## src/design/sfct_pkg.sv

```systemverilog
// Package of constants for the serial flash command sequencer.
// Assumes a 50 MHz system clock and a host that owns the serial clock.
package sfct_pkg;
    // ====================================================================
    // Clock and timing
    localparam int CLK_MHZ = 50;
    localparam int PAGE_TRANSFER_TIME_US = 150;
    localparam int PROG_ERASE_TIME_MS = 20;
    localparam int PROG_ONLY_TIME_MS = 14;
    localparam int PAGE_ERASE_TIME_MS = 8;
    localparam int BLOCK_ERASE_TIME_MS = 12;
    localparam int RESET_RECOVERY_US = 1;
    localparam int BUSY_LOW_NS = 200;
    localparam int XFER_CYC = PAGE_TRANSFER_TIME_US * CLK_MHZ;
    localparam int PROG_ERASE_CYC = PROG_ERASE_TIME_MS * 1000 * CLK_MHZ;
    localparam int PROG_ONLY_CYC = PROG_ONLY_TIME_MS * 1000 * CLK_MHZ;
    localparam int PAGE_ERASE_CYC = PAGE_ERASE_TIME_MS * 1000 * CLK_MHZ;
    localparam int BLOCK_ERASE_CYC = BLOCK_ERASE_TIME_MS * 1000 * CLK_MHZ;
    localparam int RECOVER_CYC = RESET_RECOVERY_US * CLK_MHZ;
    localparam int BUSY_LOW_CYC = BUSY_LOW_NS * CLK_MHZ / 1000;
    // ====================================================================
    // Opcodes
    localparam logic [7:0] OP_ARRAY_RD_IDLE = 8'h68;
    localparam logic [7:0] OP_ARRAY_RD_SPI = 8'he8;
    localparam logic [7:0] OP_PAGE_RD_IDLE = 8'h52;
    localparam logic [7:0] OP_PAGE_RD_SPI = 8'hd2;
    localparam logic [7:0] OP_BUF1_RD_IDLE = 8'h54;
    localparam logic [7:0] OP_BUF2_RD_IDLE = 8'h56;
    localparam logic [7:0] OP_BUF1_RD_SPI = 8'hd4;
    localparam logic [7:0] OP_BUF2_RD_SPI = 8'hd6;
    localparam logic [7:0] OP_STATUS_IDLE = 8'h57;
    localparam logic [7:0] OP_STATUS_SPI = 8'hd7;
    localparam logic [7:0] OP_XFER_BUF1 = 8'h53;
    localparam logic [7:0] OP_XFER_BUF2 = 8'h55;
    localparam logic [7:0] OP_CMP_BUF1 = 8'h60;
    localparam logic [7:0] OP_CMP_BUF2 = 8'h61;
    localparam logic [7:0] OP_PAGE_ERASE = 8'h81;
    localparam logic [7:0] OP_BLOCK_ERASE = 8'h50;
    localparam logic [7:0] OP_PROG_ERASE_B1 = 8'h83;
    localparam logic [7:0] OP_PROG_ERASE_B2 = 8'h86;
    localparam logic [7:0] OP_PROG_ONLY_B1 = 8'h88;
    localparam logic [7:0] OP_PROG_ONLY_B2 = 8'h89;
    // ====================================================================
    // Framing
    localparam int BYTE_BITS = 8;
    localparam int ADDR_BYTES = 3;
    localparam int ARRAY_DUMMY = 4;
    localparam int BUF_DUMMY = 1;
    localparam int RSV_BITS = 3;
    localparam int PAGE_BITS = 12;
    localparam int BYTE_ADDR_BITS = 9;
    localparam int FIFO_DEPTH = 16;
    localparam logic [7:0] STATUS_ID = 8'h24; // Arbitrary density code.
    // ====================================================================
    typedef enum logic [1:0] {SFCT_CLK_IDLE_LOW, SFCT_CLK_IDLE_HIGH}
        sfct_mode_t;
    typedef enum logic [2:0] {
        SFCT_OPC, SFCT_ADDR, SFCT_DUMMY, SFCT_DATA, SFCT_WAIT
    } sfct_phase_t;
endpackage : sfct_pkg

```

## src/design/sfct_fifo.sv

```systemverilog
// Synchronous FIFO with valid and ready on both sides.
// Assumes one clock; the reader may stall and back-pressure the writer.
`timescale 1ns/1ps
module sfct_fifo #(
    parameter int WIDTH = 8,
    parameter int DEPTH = 16
) (
    input wire logic sys_clk,
    input wire logic srst,
    input wire logic [WIDTH-1:0] in_data,
    input wire logic in_valid,
    output logic in_ready,
    output logic [WIDTH-1:0] out_data,
    output logic out_valid,
    input wire logic out_ready
);
    localparam int AW = $clog2(DEPTH);
    logic [WIDTH-1:0] mem [DEPTH];
    logic [AW:0] wp_r, wp_nxt, rp_r, rp_nxt;
    logic wr, rd;
    always_comb begin
        in_ready = (wp_r - rp_r) != (AW+1)'(DEPTH);
        out_valid = wp_r != rp_r;
        out_data = mem[rp_r[AW-1:0]];
        wr = in_valid && in_ready;
        rd = out_valid && out_ready;
        wp_nxt = wp_r + (AW+1)'(wr);
        rp_nxt = rp_r + (AW+1)'(rd);
    end
    always_ff @(posedge sys_clk) begin
        if (srst) begin
            wp_r <= '0;
            rp_r <= '0;
        end else begin
            wp_r <= wp_nxt;
            rp_r <= rp_nxt;
        end
        if (wr) begin
            mem[wp_r[AW-1:0]] <= in_data;
        end
    end
endmodule : sfct_fifo

```

## src/design/sfct_core.sv

```systemverilog
// Serial command front end and busy timer of a page-organised flash.
// Assumes the host drives select, clock and data; pins are asynchronous.
// Read data arrives from the array through rd_data and the FIFO.
`timescale 1ns/1ps
module sfct_core #(
    parameter int PROG_ERASE_CYCLES = sfct_pkg::PROG_ERASE_CYC,
    parameter int PROG_ONLY_CYCLES = sfct_pkg::PROG_ONLY_CYC,
    parameter int PAGE_ERASE_CYCLES = sfct_pkg::PAGE_ERASE_CYC,
    parameter int BLOCK_ERASE_CYCLES = sfct_pkg::BLOCK_ERASE_CYC
) (
    input wire logic sys_clk,
    input wire logic srst,
    input wire logic cs_n_pin,
    input wire logic sck_pin,
    input wire logic si_pin,
    input wire logic reset_n_pin,
    output logic so_out,
    output logic so_oe,
    output logic ready_busy_n,
    output logic [14:0] page_addr,
    output logic [8:0] byte_addr,
    output logic buf_sel,
    output logic rd_req,
    output logic clk_mode,
    input wire logic [7:0] rd_data,
    input wire logic rd_valid,
    output logic rd_ready
);
    import sfct_pkg::*;
    // ====================================================================
    // Pin synchronisers.
    logic [1:0] cs_s_r, sck_s_r, si_s_r, rst_s_r;
    logic sck_d_r;
    always_ff @(posedge sys_clk) begin
        if (srst) begin
            cs_s_r <= 2'h3;
            sck_s_r <= 2'h0;
            si_s_r <= 2'h0;
            rst_s_r <= 2'h0;
            sck_d_r <= 1'b0;
        end else begin
            cs_s_r <= {cs_s_r[0], cs_n_pin};
            sck_s_r <= {sck_s_r[0], sck_pin};
            si_s_r <= {si_s_r[0], si_pin};
            rst_s_r <= {rst_s_r[0], reset_n_pin};
            sck_d_r <= sck_s_r[1];
        end
    end
    logic cs_n, sck_rise, sck_fall, pin_rst;
    assign cs_n = cs_s_r[1];
    assign sck_rise = sck_s_r[1] && !sck_d_r;
    assign sck_fall = !sck_s_r[1] && sck_d_r;
    assign pin_rst = !rst_s_r[1];
    logic cs_d_r;
    always_ff @(posedge sys_clk) begin
        cs_d_r <= srst ? 1'b1 : cs_n;
    end
    logic cs_fall, cs_rise;
    assign cs_fall = cs_d_r && !cs_n;
    assign cs_rise = !cs_d_r && cs_n;
    // ====================================================================
    // Read data buffer; shifting never waits, so an empty buffer sends whatever it holds at the read pointer.
    logic [7:0] fifo_data;
    logic fifo_valid, fifo_pop, fifo_in_ready;
    logic rdrdy_r;
    sfct_fifo #(.WIDTH(8), .DEPTH(FIFO_DEPTH)) u_fifo (
        .sys_clk(sys_clk),
        .srst(srst || pin_rst),
        .in_data(rd_data),
        .in_valid(rd_valid && rdrdy_r),
        .in_ready(fifo_in_ready),
        .out_data(fifo_data),
        .out_valid(fifo_valid),
        .out_ready(fifo_pop)
    );
    // ====================================================================
    // Command state.
    sfct_phase_t ph_r, ph_nxt;
    logic [7:0] sh_r, sh_nxt, op_r, op_nxt, out_r, out_nxt;
    logic [2:0] bit_r, bit_nxt;
    logic [2:0] cnt_r, cnt_nxt;
    logic [23:0] addr_r, addr_nxt;
    logic mode_r, mode_nxt;
    logic so_r, so_nxt, oe_r, oe_nxt, req_r, req_nxt;
    logic start_r, start_nxt;
    logic [31:0] busy_r, busy_nxt, rec_r, rec_nxt, tlen;
    logic [31:0] blen_r, blen_nxt, run_r, run_nxt;
    logic rdy_r, rdy_nxt;
    logic [7:0] opc;
    logic is_status, is_array, is_page, is_buf, timed;
    always_comb begin
        opc = {sh_r[6:0], si_s_r[1]};
        is_status = opc == OP_STATUS_IDLE || opc == OP_STATUS_SPI;
        is_array = op_r == OP_ARRAY_RD_IDLE || op_r == OP_ARRAY_RD_SPI;
        is_page = op_r == OP_PAGE_RD_IDLE || op_r == OP_PAGE_RD_SPI;
        is_buf = op_r == OP_BUF1_RD_IDLE || op_r == OP_BUF2_RD_IDLE ||
                 op_r == OP_BUF1_RD_SPI || op_r == OP_BUF2_RD_SPI;
        case (op_r)
            OP_XFER_BUF1, OP_XFER_BUF2, OP_CMP_BUF1, OP_CMP_BUF2:
                tlen = 32'(XFER_CYC);
            OP_PROG_ERASE_B1, OP_PROG_ERASE_B2: tlen = 32'(PROG_ERASE_CYCLES);
            OP_PROG_ONLY_B1, OP_PROG_ONLY_B2: tlen = 32'(PROG_ONLY_CYCLES);
            OP_PAGE_ERASE: tlen = 32'(PAGE_ERASE_CYCLES);
            OP_BLOCK_ERASE: tlen = 32'(BLOCK_ERASE_CYCLES);
            default: tlen = 32'h0;
        endcase
        timed = tlen != 32'h0;
    end
    always_comb begin
        ph_nxt = ph_r;
        sh_nxt = sh_r;
        op_nxt = op_r;
        out_nxt = out_r;
        bit_nxt = bit_r;
        cnt_nxt = cnt_r;
        addr_nxt = addr_r;
        mode_nxt = mode_r;
        so_nxt = so_r;
        oe_nxt = oe_r;
        req_nxt = 1'b0;
        start_nxt = 1'b0;
        busy_nxt = busy_r;
        rec_nxt = rec_r;
        rdy_nxt = rdy_r;
        run_nxt = run_r;
        blen_nxt = rdy_r ? 32'h0 : blen_r + 32'h1;
        fifo_pop = 1'b0;
        if (rec_r != 32'h0) begin
            rec_nxt = rec_r - 32'h1;
        end
        if (busy_r > 32'h1) begin
            busy_nxt = busy_r - 32'h1;
        end else if (busy_r == 32'h1) begin
            busy_nxt = 32'h0;
            rdy_nxt = 1'b1;
        end
        if (cs_n) begin
            oe_nxt = 1'b0;
            ph_nxt = SFCT_OPC;
            bit_nxt = 3'h0;
            if (cs_rise && ph_r == SFCT_WAIT && timed && rdy_r) begin
                busy_nxt = tlen;
                rdy_nxt = 1'b0;
                run_nxt = tlen;
            end
        end else if (rec_r == 32'h0) begin
            if (cs_fall) begin
                mode_nxt = sck_s_r[1];
            end
            if (sck_rise && ph_r != SFCT_DATA) begin
                sh_nxt = opc;
                bit_nxt = bit_r + 3'h1;
                if (bit_r == 3'(BYTE_BITS - 1)) begin
                    case (ph_r)
                        SFCT_OPC: begin
                            op_nxt = opc;
                            cnt_nxt = 3'h0;
                            ph_nxt = is_status ? SFCT_DATA : SFCT_ADDR;
                            start_nxt = is_status;
                        end
                        SFCT_ADDR: begin
                            addr_nxt = {addr_r[15:0], opc};
                            cnt_nxt = cnt_r + 3'h1;
                            if (cnt_r == 3'(ADDR_BYTES - 1)) begin
                                cnt_nxt = 3'h0;
                                if (is_array || is_page || is_buf) begin
                                    ph_nxt = SFCT_DUMMY;
                                    req_nxt = 1'b1;
                                end else begin
                                    ph_nxt = SFCT_WAIT;
                                end
                            end
                        end
                        SFCT_DUMMY: begin
                            cnt_nxt = cnt_r + 3'h1;
                            if (cnt_r == 3'(is_buf ? BUF_DUMMY - 1
                                                   : ARRAY_DUMMY - 1)) begin
                                ph_nxt = SFCT_DATA;
                                start_nxt = 1'b1;
                            end
                        end
                        default: ph_nxt = ph_r;
                    endcase
                end
            end else if (ph_r == SFCT_DATA) begin
                // Input is ignored here; bytes leave MSB first.
                if (start_r) begin
                    out_nxt = op_r == OP_STATUS_IDLE || op_r == OP_STATUS_SPI
                        ? {rdy_r, STATUS_ID[6:0]} : fifo_data;
                    fifo_pop = !(op_r == OP_STATUS_IDLE ||
                                 op_r == OP_STATUS_SPI) && fifo_valid;
                    bit_nxt = 3'h0;
                end else if (sck_fall) begin
                    so_nxt = out_r[3'h7 - bit_r];
                    oe_nxt = 1'b1;
                    bit_nxt = bit_r + 3'h1;
                    if (bit_r == 3'h7) begin
                        out_nxt = (op_r == OP_STATUS_IDLE ||
                                   op_r == OP_STATUS_SPI)
                            ? {rdy_r, STATUS_ID[6:0]} : fifo_data;
                        fifo_pop = fifo_valid && !(op_r == OP_STATUS_IDLE ||
                                                   op_r == OP_STATUS_SPI);
                    end
                end
            end
        end
    end
    always_ff @(posedge sys_clk) begin
        if (srst || pin_rst) begin
            ph_r <= SFCT_OPC;
            sh_r <= 8'h0;
            op_r <= 8'h0;
            out_r <= 8'h0;
            bit_r <= 3'h0;
            cnt_r <= 3'h0;
            addr_r <= 24'h0;
            mode_r <= 1'b0;
            so_r <= 1'b0;
            oe_r <= 1'b0;
            req_r <= 1'b0;
            start_r <= 1'b0;
            busy_r <= 32'h0;
            rec_r <= 32'(RECOVER_CYC);
            rdy_r <= 1'b1;
            blen_r <= 32'h0;
            run_r <= 32'h0;
        end else begin
            ph_r <= ph_nxt;
            sh_r <= sh_nxt;
            op_r <= op_nxt;
            out_r <= out_nxt;
            bit_r <= bit_nxt;
            cnt_r <= cnt_nxt;
            addr_r <= addr_nxt;
            mode_r <= mode_nxt;
            so_r <= so_nxt;
            oe_r <= oe_nxt;
            req_r <= req_nxt;
            start_r <= start_nxt;
            busy_r <= busy_nxt;
            rec_r <= rec_nxt;
            rdy_r <= rdy_nxt;
            blen_r <= blen_nxt;
            run_r <= run_nxt;
        end
    end
    // ====================================================================
    // Outputs. Reserved bits widen the page address for bigger arrays.
    logic [14:0] pa_r;
    logic [8:0] ba_r;
    logic bsel_r;
    always_ff @(posedge sys_clk) begin
        if (srst || pin_rst) begin
            pa_r <= 15'h0;
            ba_r <= 9'h0;
            bsel_r <= 1'b0;
            rdrdy_r <= 1'b0;
        end else begin
            pa_r <= addr_r[23:9];
            ba_r <= addr_r[8:0];
            bsel_r <= op_r[1];
            // Ready drops after each taken byte, so a full buffer is safe.
            rdrdy_r <= fifo_in_ready && !(rd_valid && rdrdy_r);
        end
    end
    assign so_out = so_r;
    assign so_oe = oe_r;
    assign ready_busy_n = rdy_r;
    assign page_addr = pa_r;
    assign byte_addr = ba_r;
    assign buf_sel = bsel_r;
    assign rd_req = req_r;
    assign clk_mode = mode_r;
    assign rd_ready = rdrdy_r;
    // ====================================================================
    // Checks. Busy runs are counted in helper state, not in long delays.
    property p_busy_fast;
        @(posedge sys_clk) disable iff (srst || pin_rst)
        (cs_rise && ph_r == SFCT_WAIT && timed && rdy_r)
            |=> !ready_busy_n;
    endproperty
    a_busy_fast: assert property (p_busy_fast)
        else $error("Busy did not fall after select rose.");
    property p_xfer_len;
        @(posedge sys_clk) disable iff (srst || pin_rst)
        ($rose(rdy_r) && run_r == 32'(XFER_CYC)) |-> blen_r == 32'(XFER_CYC);
    endproperty
    a_xfer_len: assert property (p_xfer_len)
        else $error("Transfer busy period had the wrong length.");
    property p_busy_len;
        @(posedge sys_clk) disable iff (srst || pin_rst)
        ($rose(rdy_r) && run_r != 32'(XFER_CYC)) |-> blen_r == run_r;
    endproperty
    a_busy_len: assert property (p_busy_len)
        else $error("Busy period length differs from the operation.");
    property p_rec_idle;
        @(posedge sys_clk) disable iff (srst || pin_rst)
        (rec_r != 32'h0) |-> (ph_r == SFCT_OPC && !so_oe);
    endproperty
    a_rec_idle: assert property (p_rec_idle)
        else $error("Command activity during reset recovery.");
    property p_so_hold;
        @(posedge sys_clk) disable iff (srst || pin_rst)
        $changed(so_out) |-> ph_r == SFCT_DATA;
    endproperty
    a_so_hold: assert property (p_so_hold)
        else $error("Serial output moved outside the data phase.");
    property p_oe_off;
        @(posedge sys_clk) disable iff (srst || pin_rst)
        cs_n |=> !so_oe;
    endproperty
    a_oe_off: assert property (p_oe_off)
        else $error("Output driven while deselected.");
endmodule : sfct_core

```

## config.mk

```make
export PLATFORM = sky130hd
export DESIGN_NAME = sfct_core
export DESIGN_NICKNAME = d
export VERILOG_FILES = /design/src/design/sfct_pkg.sv /design/src/design/sfct_fifo.sv /design/src/design/sfct_core.sv
export SDC_FILE = /design/constraint.sdc
export NUM_CORES = 1
export LEC_CHECK = 0
export ABC_AREA = 1
export BUFFER_PORTS_ARGS = -buffer_cell sky130_fd_sc_hd__buf_2
export CAP_MARGIN = 20
export CORE_ASPECT_RATIO = 1.5
export CORE_MARGIN = 8
export CORE_UTILIZATION = 55
export DETAILED_ROUTE_END_ITERATION = 6
export GPL_ROUTABILITY_DRIVEN = 0
export PLACE_DENSITY = 0.71
export SETUP_SLACK_MARGIN = 0.2
export SYNTH_ARGS = -nofsm -noshare
export SYNTH_HDL_FRONTEND = slang
export SYNTH_SLANG_ARGS = --single-unit
```

## constraint.sdc

```tcl
create_clock -name sys_clk -period 3.4 [get_ports sys_clk]
set_input_delay 0.17 -clock sys_clk [delete_from_list [all_inputs] [get_ports sys_clk]]
set_output_delay 0.17 -clock sys_clk [all_outputs]
set_load 0.05 [all_outputs]
```

Word level (Yosys, flattened, before mapping)
Memories as Yosys holds them, arrays and structs flattened. A register that Yosys moved wholly into a read port is not among the register bits.
Cells that the tools add are included.
{"block": "classes", "n_addsub": 8, "order_cmp": 2, "eq_ne": 35, "n_mux": 40, "bitwise_logic": 7, "reduce_logical": 55}
{"op": "2-to-1 mux 32 bit", "n": 4}
{"op": "case mux 20 bit (5 select lines)", "n": 1}
{"op": "equality test 8 x 7 -> 1 bit (second input constant)", "n": 11}
{"op": "equality test 8 bit (second input constant)", "n": 11}
{"op": "nonzero test 32 bit", "n": 2}
{"op": "subtractor 32 x 1 -> 32 bit (second input constant)", "n": 2}
{"op": "equality test 32 x 1 -> 1 bit (second input constant)", "n": 1}
{"op": "> comparator 32 x 1 -> 1 bit (second input constant)", "n": 1}
{"op": "zero test 32 bit", "n": 1}
{"op": "2-to-1 mux 8 bit", "n": 4}
{"op": "2-to-1 mux 3 bit", "n": 8}
{"op": "AND reduction 5 bit", "n": 4}
{"op": "case mux 3 bit (3 select lines)", "n": 2}
{"op": "AND reduction 6 bit", "n": 3}
{"op": "2-to-1 mux 1 bit", "n": 16}
{"op": "logical AND 1 bit", "n": 13}
{"op": "adder 5 x 1 -> 5 bit", "n": 2}
{"op": "logical OR 1 bit", "n": 10}
{"op": "equality test 3 x 2 -> 1 bit (second input constant)", "n": 3}
{"op": "AND reduction 3 bit", "n": 3}
{"op": "zero test 1 bit", "n": 7}
{"op": "NOT 1 bit", "n": 7}
{"op": "OR reduction 7 bit", "n": 1}
{"op": "adder 3 x 1 -> 3 bit (second input constant)", "n": 2}
{"op": "20 further kinds", "n": 28}
{"block": "word_totals", "reg_bits": 172, "ramBits": 128, "in_bits": 15, "elab_cells": 175, "n_memories": 1}
{"name": "u_fifo.mem", "words": 16, "width": 8, "rd": 1, "rd_ports_with_merged_regs": 1, "write_ports": 1, "line": "sfct_fifo.sv:18", "rtl": "logic [WIDTH-1:0] mem [DEPTH];"}

Logic depth before layout (Yosys ltp)
{"block": "logic_depth", "ltp_word": 14, "depth_mapped": 19, "mapped_depth_nobuf": 16}

By module
From an unflattened synthesis, not the netlist that was laid out.
{"block": "hier_totals", "cells_unflattened": 1630, "area_unflattened_um2": 13773.2}
{"module": "sfct_core", "instances": 1, "cells_each": 1137, "area_per_inst_um2": 7943.9, "seq_area_each_um2": 3243.1}
{"module": "sfct_fifo", "instances": 1, "cells_each": 493, "area_per_inst_um2": 5829.3, "seq_area_each_um2": 4043.9}

Least setup slack after synthesis
OpenSTA, ideal clock, no wires.
{"block": "synth_path", "path_type": "register to register", "from": "register u_fifo.rp_r[1]", "to": "register u_fifo.wp_r[4]", "setup_ps": 128, "t_arrival_ps": 2895, "slack_ps": 378, "path_stages_with_launch": 20, "path_buffers": 3, "synth_period_minus_slack_ps": 3022, "cell_sequence": "dfxtp_1 clkbuf_1 inv_1 clkbuf_1 ha_1 inv_1 o21bai_1 a21oi_1 nand2_1 nor2_1 nor2_1 nand2_1 nand2_1 clkbuf_1 inv_1 ha_1 ha_1 nand2_1 xor2_1 nor2_1"}
{"block": "synth_via", "elab_chain_cells": 4}
{"item": "start, declared", "line": "sfct_fifo.sv:19", "rtl": "logic [AW:0] wp_r, wp_nxt, rp_r, rp_nxt;"}
{"item": "start signal, assigned", "line": "sfct_fifo.sv:36", "rtl": "rp_r <= rp_nxt;"}
{"item": "subtractor 5 bit", "line": "sfct_fifo.sv:22", "rtl": "in_ready = (wp_r - rp_r) != (AW+1)'(DEPTH);"}
{"item": "inequality test 5 bit", "line": "sfct_fifo.sv:22"}
{"item": "logical AND 1 bit", "line": "sfct_fifo.sv:25", "rtl": "wr = in_valid && in_ready;"}
{"item": "adder 5 x 1 -> 5 bit", "line": "sfct_fifo.sv:27", "rtl": "wp_nxt = wp_r + (AW+1)'(wr);"}
{"item": "end signal, assigned", "line": "sfct_fifo.sv:35", "rtl": "wp_r <= wp_nxt;"}
{"item": "end, declared", "line": "sfct_fifo.sv:19"}
No other way between the ends.
A chain may end at the register's enable or synchronous reset.

Final worst setup path
{"block": "layout_path", "from": "register u_fifo.rp_r[2]", "to": "register u_fifo.wp_r[4]"}
Same word-level chain as after synthesis.

==> flow_metrics.env <==
export IMPL_vdd_drop_max_mv=0.5505
export IMPL_seqCellArea_mm2=0.007288
export IMPL_whs_path_depth=1
export IMPL_routed_wl_um=34200
export IMPL_fin_nets=1717
export IMPL_io_pins=46
export IMPL_synth_mux_area_share_pct=0
export IMPL_syn_inst=1635
export IMPL_fin_hold_ws_ps=44.10
export IMPL_ys_ff_latch=300
export IMPL_synth_xor_area_share_pct=3.368
export IMPL_dieArea_mm2=0.02996
export IMPL_drt_iter0_markers=641
export IMPL_outcome="finished clean"
export IMPL_yosysWarnings=0
export IMPL_final_core_util_pct=62.76
export IMPL_p_leak_nw=6.261
export IMPL_synth_compound_area_share_pct=6.643
export IMPL_die_w_um=144.0
export IMPL_cts_tree="yes"
export IMPL_dp_final_hpwl_um=24500
export IMPL_start_kind="flip-flop"
export IMPL_drt_first_pass_iters=5
export IMPL_rows=70
export IMPL_yosys_top_cells_area="edfxtp_1, dfxtp_1, nand2_1, nor2_1, inv_1"
export IMPL_ctsHtreeMaxLevel=1
export IMPL_syn_avg_cell_area_um2=8.271
export IMPL_fmax_ghz=0.3608
export IMPL_synth_cell_types=45
export IMPL_synth_main_ff_cell="dfxtp_1"
export IMPL_grt_overflow=0
export IMPL_insertion_delay_ps=590
export IMPL_synth_edf_count=128
export IMPL_clock_sinks=300
export IMPL_synth_largest_area_cell="edfxtp_1"
export IMPL_min_period_ps=2772
export IMPL_arrival_ps=3200
export IMPL_io_buffer_count=45
export IMPL_routedWlPerCell_um=16.82
export IMPL_clockBufferDepth=3
export IMPL_slew_headroom_pct=45.08
export IMPL_ys_seq_area_share_pct=53.89
export IMPL_cts_root_buf="clkbuf_16"
export IMPL_synth_fa_ha_area_share_pct=1.388
export IMPL_dp_slack_ps=671.0
export IMPL_grt_pass1_wl_um=54950
export IMPL_min_period_over_period_pct=81.52
export IMPL_final_cell_mix="nand2_1, nor2_1, dfxtp_1"
export IMPL_ant_nets=0
export IMPL_drive_above_1_share_pct=9.064
export IMPL_synth_top_area_share_pct=28.42
export IMPL_fin_area_mm2=0.01523
export IMPL_area_delta_synth_final_pct=12.60
export IMPL_finClkSkew_ps=25.91
export IMPL_fp_dieH_um=208.0
export IMPL_rr_worst_depth=14
export IMPL_hp_class="in2reg"
export IMPL_finalNonFillerCells=2034
export IMPL_multiInputGateArea_mm2=0.005490
export IMPL_critPathRequiredTime_ps=3830
export IMPL_grt_pass1_vias=11039
export IMPL_vias=11012
export IMPL_placeableCoreArea_mm2=0.02426
export IMPL_maxCapViolCount=0
export IMPL_crit_path_max_fanout=16
export IMPL_viasPerCell=5.414
export IMPL_grt_antenna_before_repair=0
export IMPL_layout_commonest_cell="nand2_1"
export IMPL_drc=0
export IMPL_rsz0062_at_grt="false"
export IMPL_syn_area_mm2=0.01352
export IMPL_drv_slew=0
export IMPL_floorplan_initialDensity_pct=55.74
export IMPL_antenna_cells=0
export IMPL_grt_max_degree=79
export IMPL_cts_resized=0
export IMPL_synth_simple_area_share_pct=29.15
export IMPL_clk_pin_slew_ps=70
export IMPL_synth_top_family_by_area="simple AND/OR/NAND/NOR gates"
export IMPL_tightestPinTransition_ps=822.9
export IMPL_fill_cells=2166
export IMPL_async_flop_share_pct=0
export IMPL_total_power_mw=7.451
export IMPL_grt_use_total_pct=23.14
export IMPL_final_hold_violation_count=0
export IMPL_placedInstanceArea_mm2=0.01406
export IMPL_endpoint_kind="flip-flop"
export IMPL_crit_type="reg2reg"
export IMPL_power_density_mw_per_mm2=489.3
export IMPL_fin_ws_ps=628.2
export IMPL_setup_violations=0
export IMPL_tns_ps=0
export IMPL_dp_cells=1970
export IMPL_synthesis_nets=1665
export IMPL_cts_buffers=29
==> cell families after synthesis <==
| kind of cell | count (synthesis) |
|---|---|
| compound gates | 163 |
| xor+xnor | 52 |
| fa+ha+maj | 15 |
| buf+inv | 191 |
| flops | 300 |
| simple gates | 914 |
==> flip-flops by register name (all words and copies together), names as in the netlist, 2 cells and up <==
signal / cells
u_fifo.mem: 128
byte_addr: 9
ph_r: 3
u_fifo.rp_r: 5
busy_r: 32
si_s_r: 2
sh_r: 7
out_r: 8
bit_r: 3
rst_s_r: 2
op_r: 8
page_addr: 15
sck_s_r: 2
cs_s_r: 2
u_fifo.wp_r: 5
cnt_r: 3
addr_r: 24
rec_r: 32
==> routing by layer <==
metal,part of all wire (%),global-route usage [%],vias up
li1,-,-,5439
met1,36,23.35,5111
met2,55,43.62,336
met3,4.3,3.048,126
met4,5.2,13.65,0
met5,0,0,-
==> timing repair <==
action | CTS | global route
hold buffers | 10 | 0
endpoints found under the setup margin | 0 | 0
hold endpoints to repair | 11 | 0
setup buffers | 0 | 0
==> report_power, final <==
group	leakage (nW)	switching, mW	internal, mW
Clock	0.503	1.41	2.18
Combinational	3.22	0.0708	0.0226
Sequential	2.54	0.00520	3.76
Total	6.26	1.49	5.96
==> synthesized netlist by cell type, types with 2 or more instances <==
library cell and number:
buf_6 2, nor2_8 2, clkinv_1 2, nand4_2 2
o21bai_1 4, o21a_1 6, nor3_2 3, nand3b_1 7
clkbuf_1 30, nand2_4 2, inv_1 136, nand4_1 44
xor2_1 23, o21ai_0 56, nor2_4 4, nor2_2 7
buf_4 2, a21oi_1 74, xnor2_1 29, o22ai_1 2
nand2_2 10, dfxtp_1 172, ha_1 15, buf_2 11
edfxtp_1 128, or2_2 7, o211ai_1 13, buf_1 5
nor3_1 22, nand2_1 372, nor2_1 325, nand3_1 101
inv_2 3, o2111ai_1 3
==> layout make-up <==
class,count,area share (%)
flip-flops and latches,300,47.86
multi-input cells,1144,36.06
clock buffers,33,4.864
inverters,141,3.476
repair buffers,71,2.925
well taps,324,2.662
clock inverters,21,2.153
==> worst paths after layout <==
check	slack, ps	end	start
min reg2reg	400	sck_s_r[1]	sck_s_r[0]
max reg2reg	630	u_fifo.wp_r[4]	u_fifo.rp_r[2]
max	630	u_fifo.wp_r[4]	u_fifo.rp_r[2]
min	40	u_fifo.mem[11][2]	rd_data[2]
==> worst max-delay path: stages, from the launching register on <==
cell     delay [ps]
dfxtp_1         470
inv_1           110
ha_1            350
a21oi_1         250
nor2_1           60
o21ai_0         160
nand2_1         130
nand2_1          80
buf_4           250
inv_1            70
ha_1            200
ha_1            220
nand2_1          90
xor2_1          140
nor2_1           50
Power figures use the tool's default switching activity.
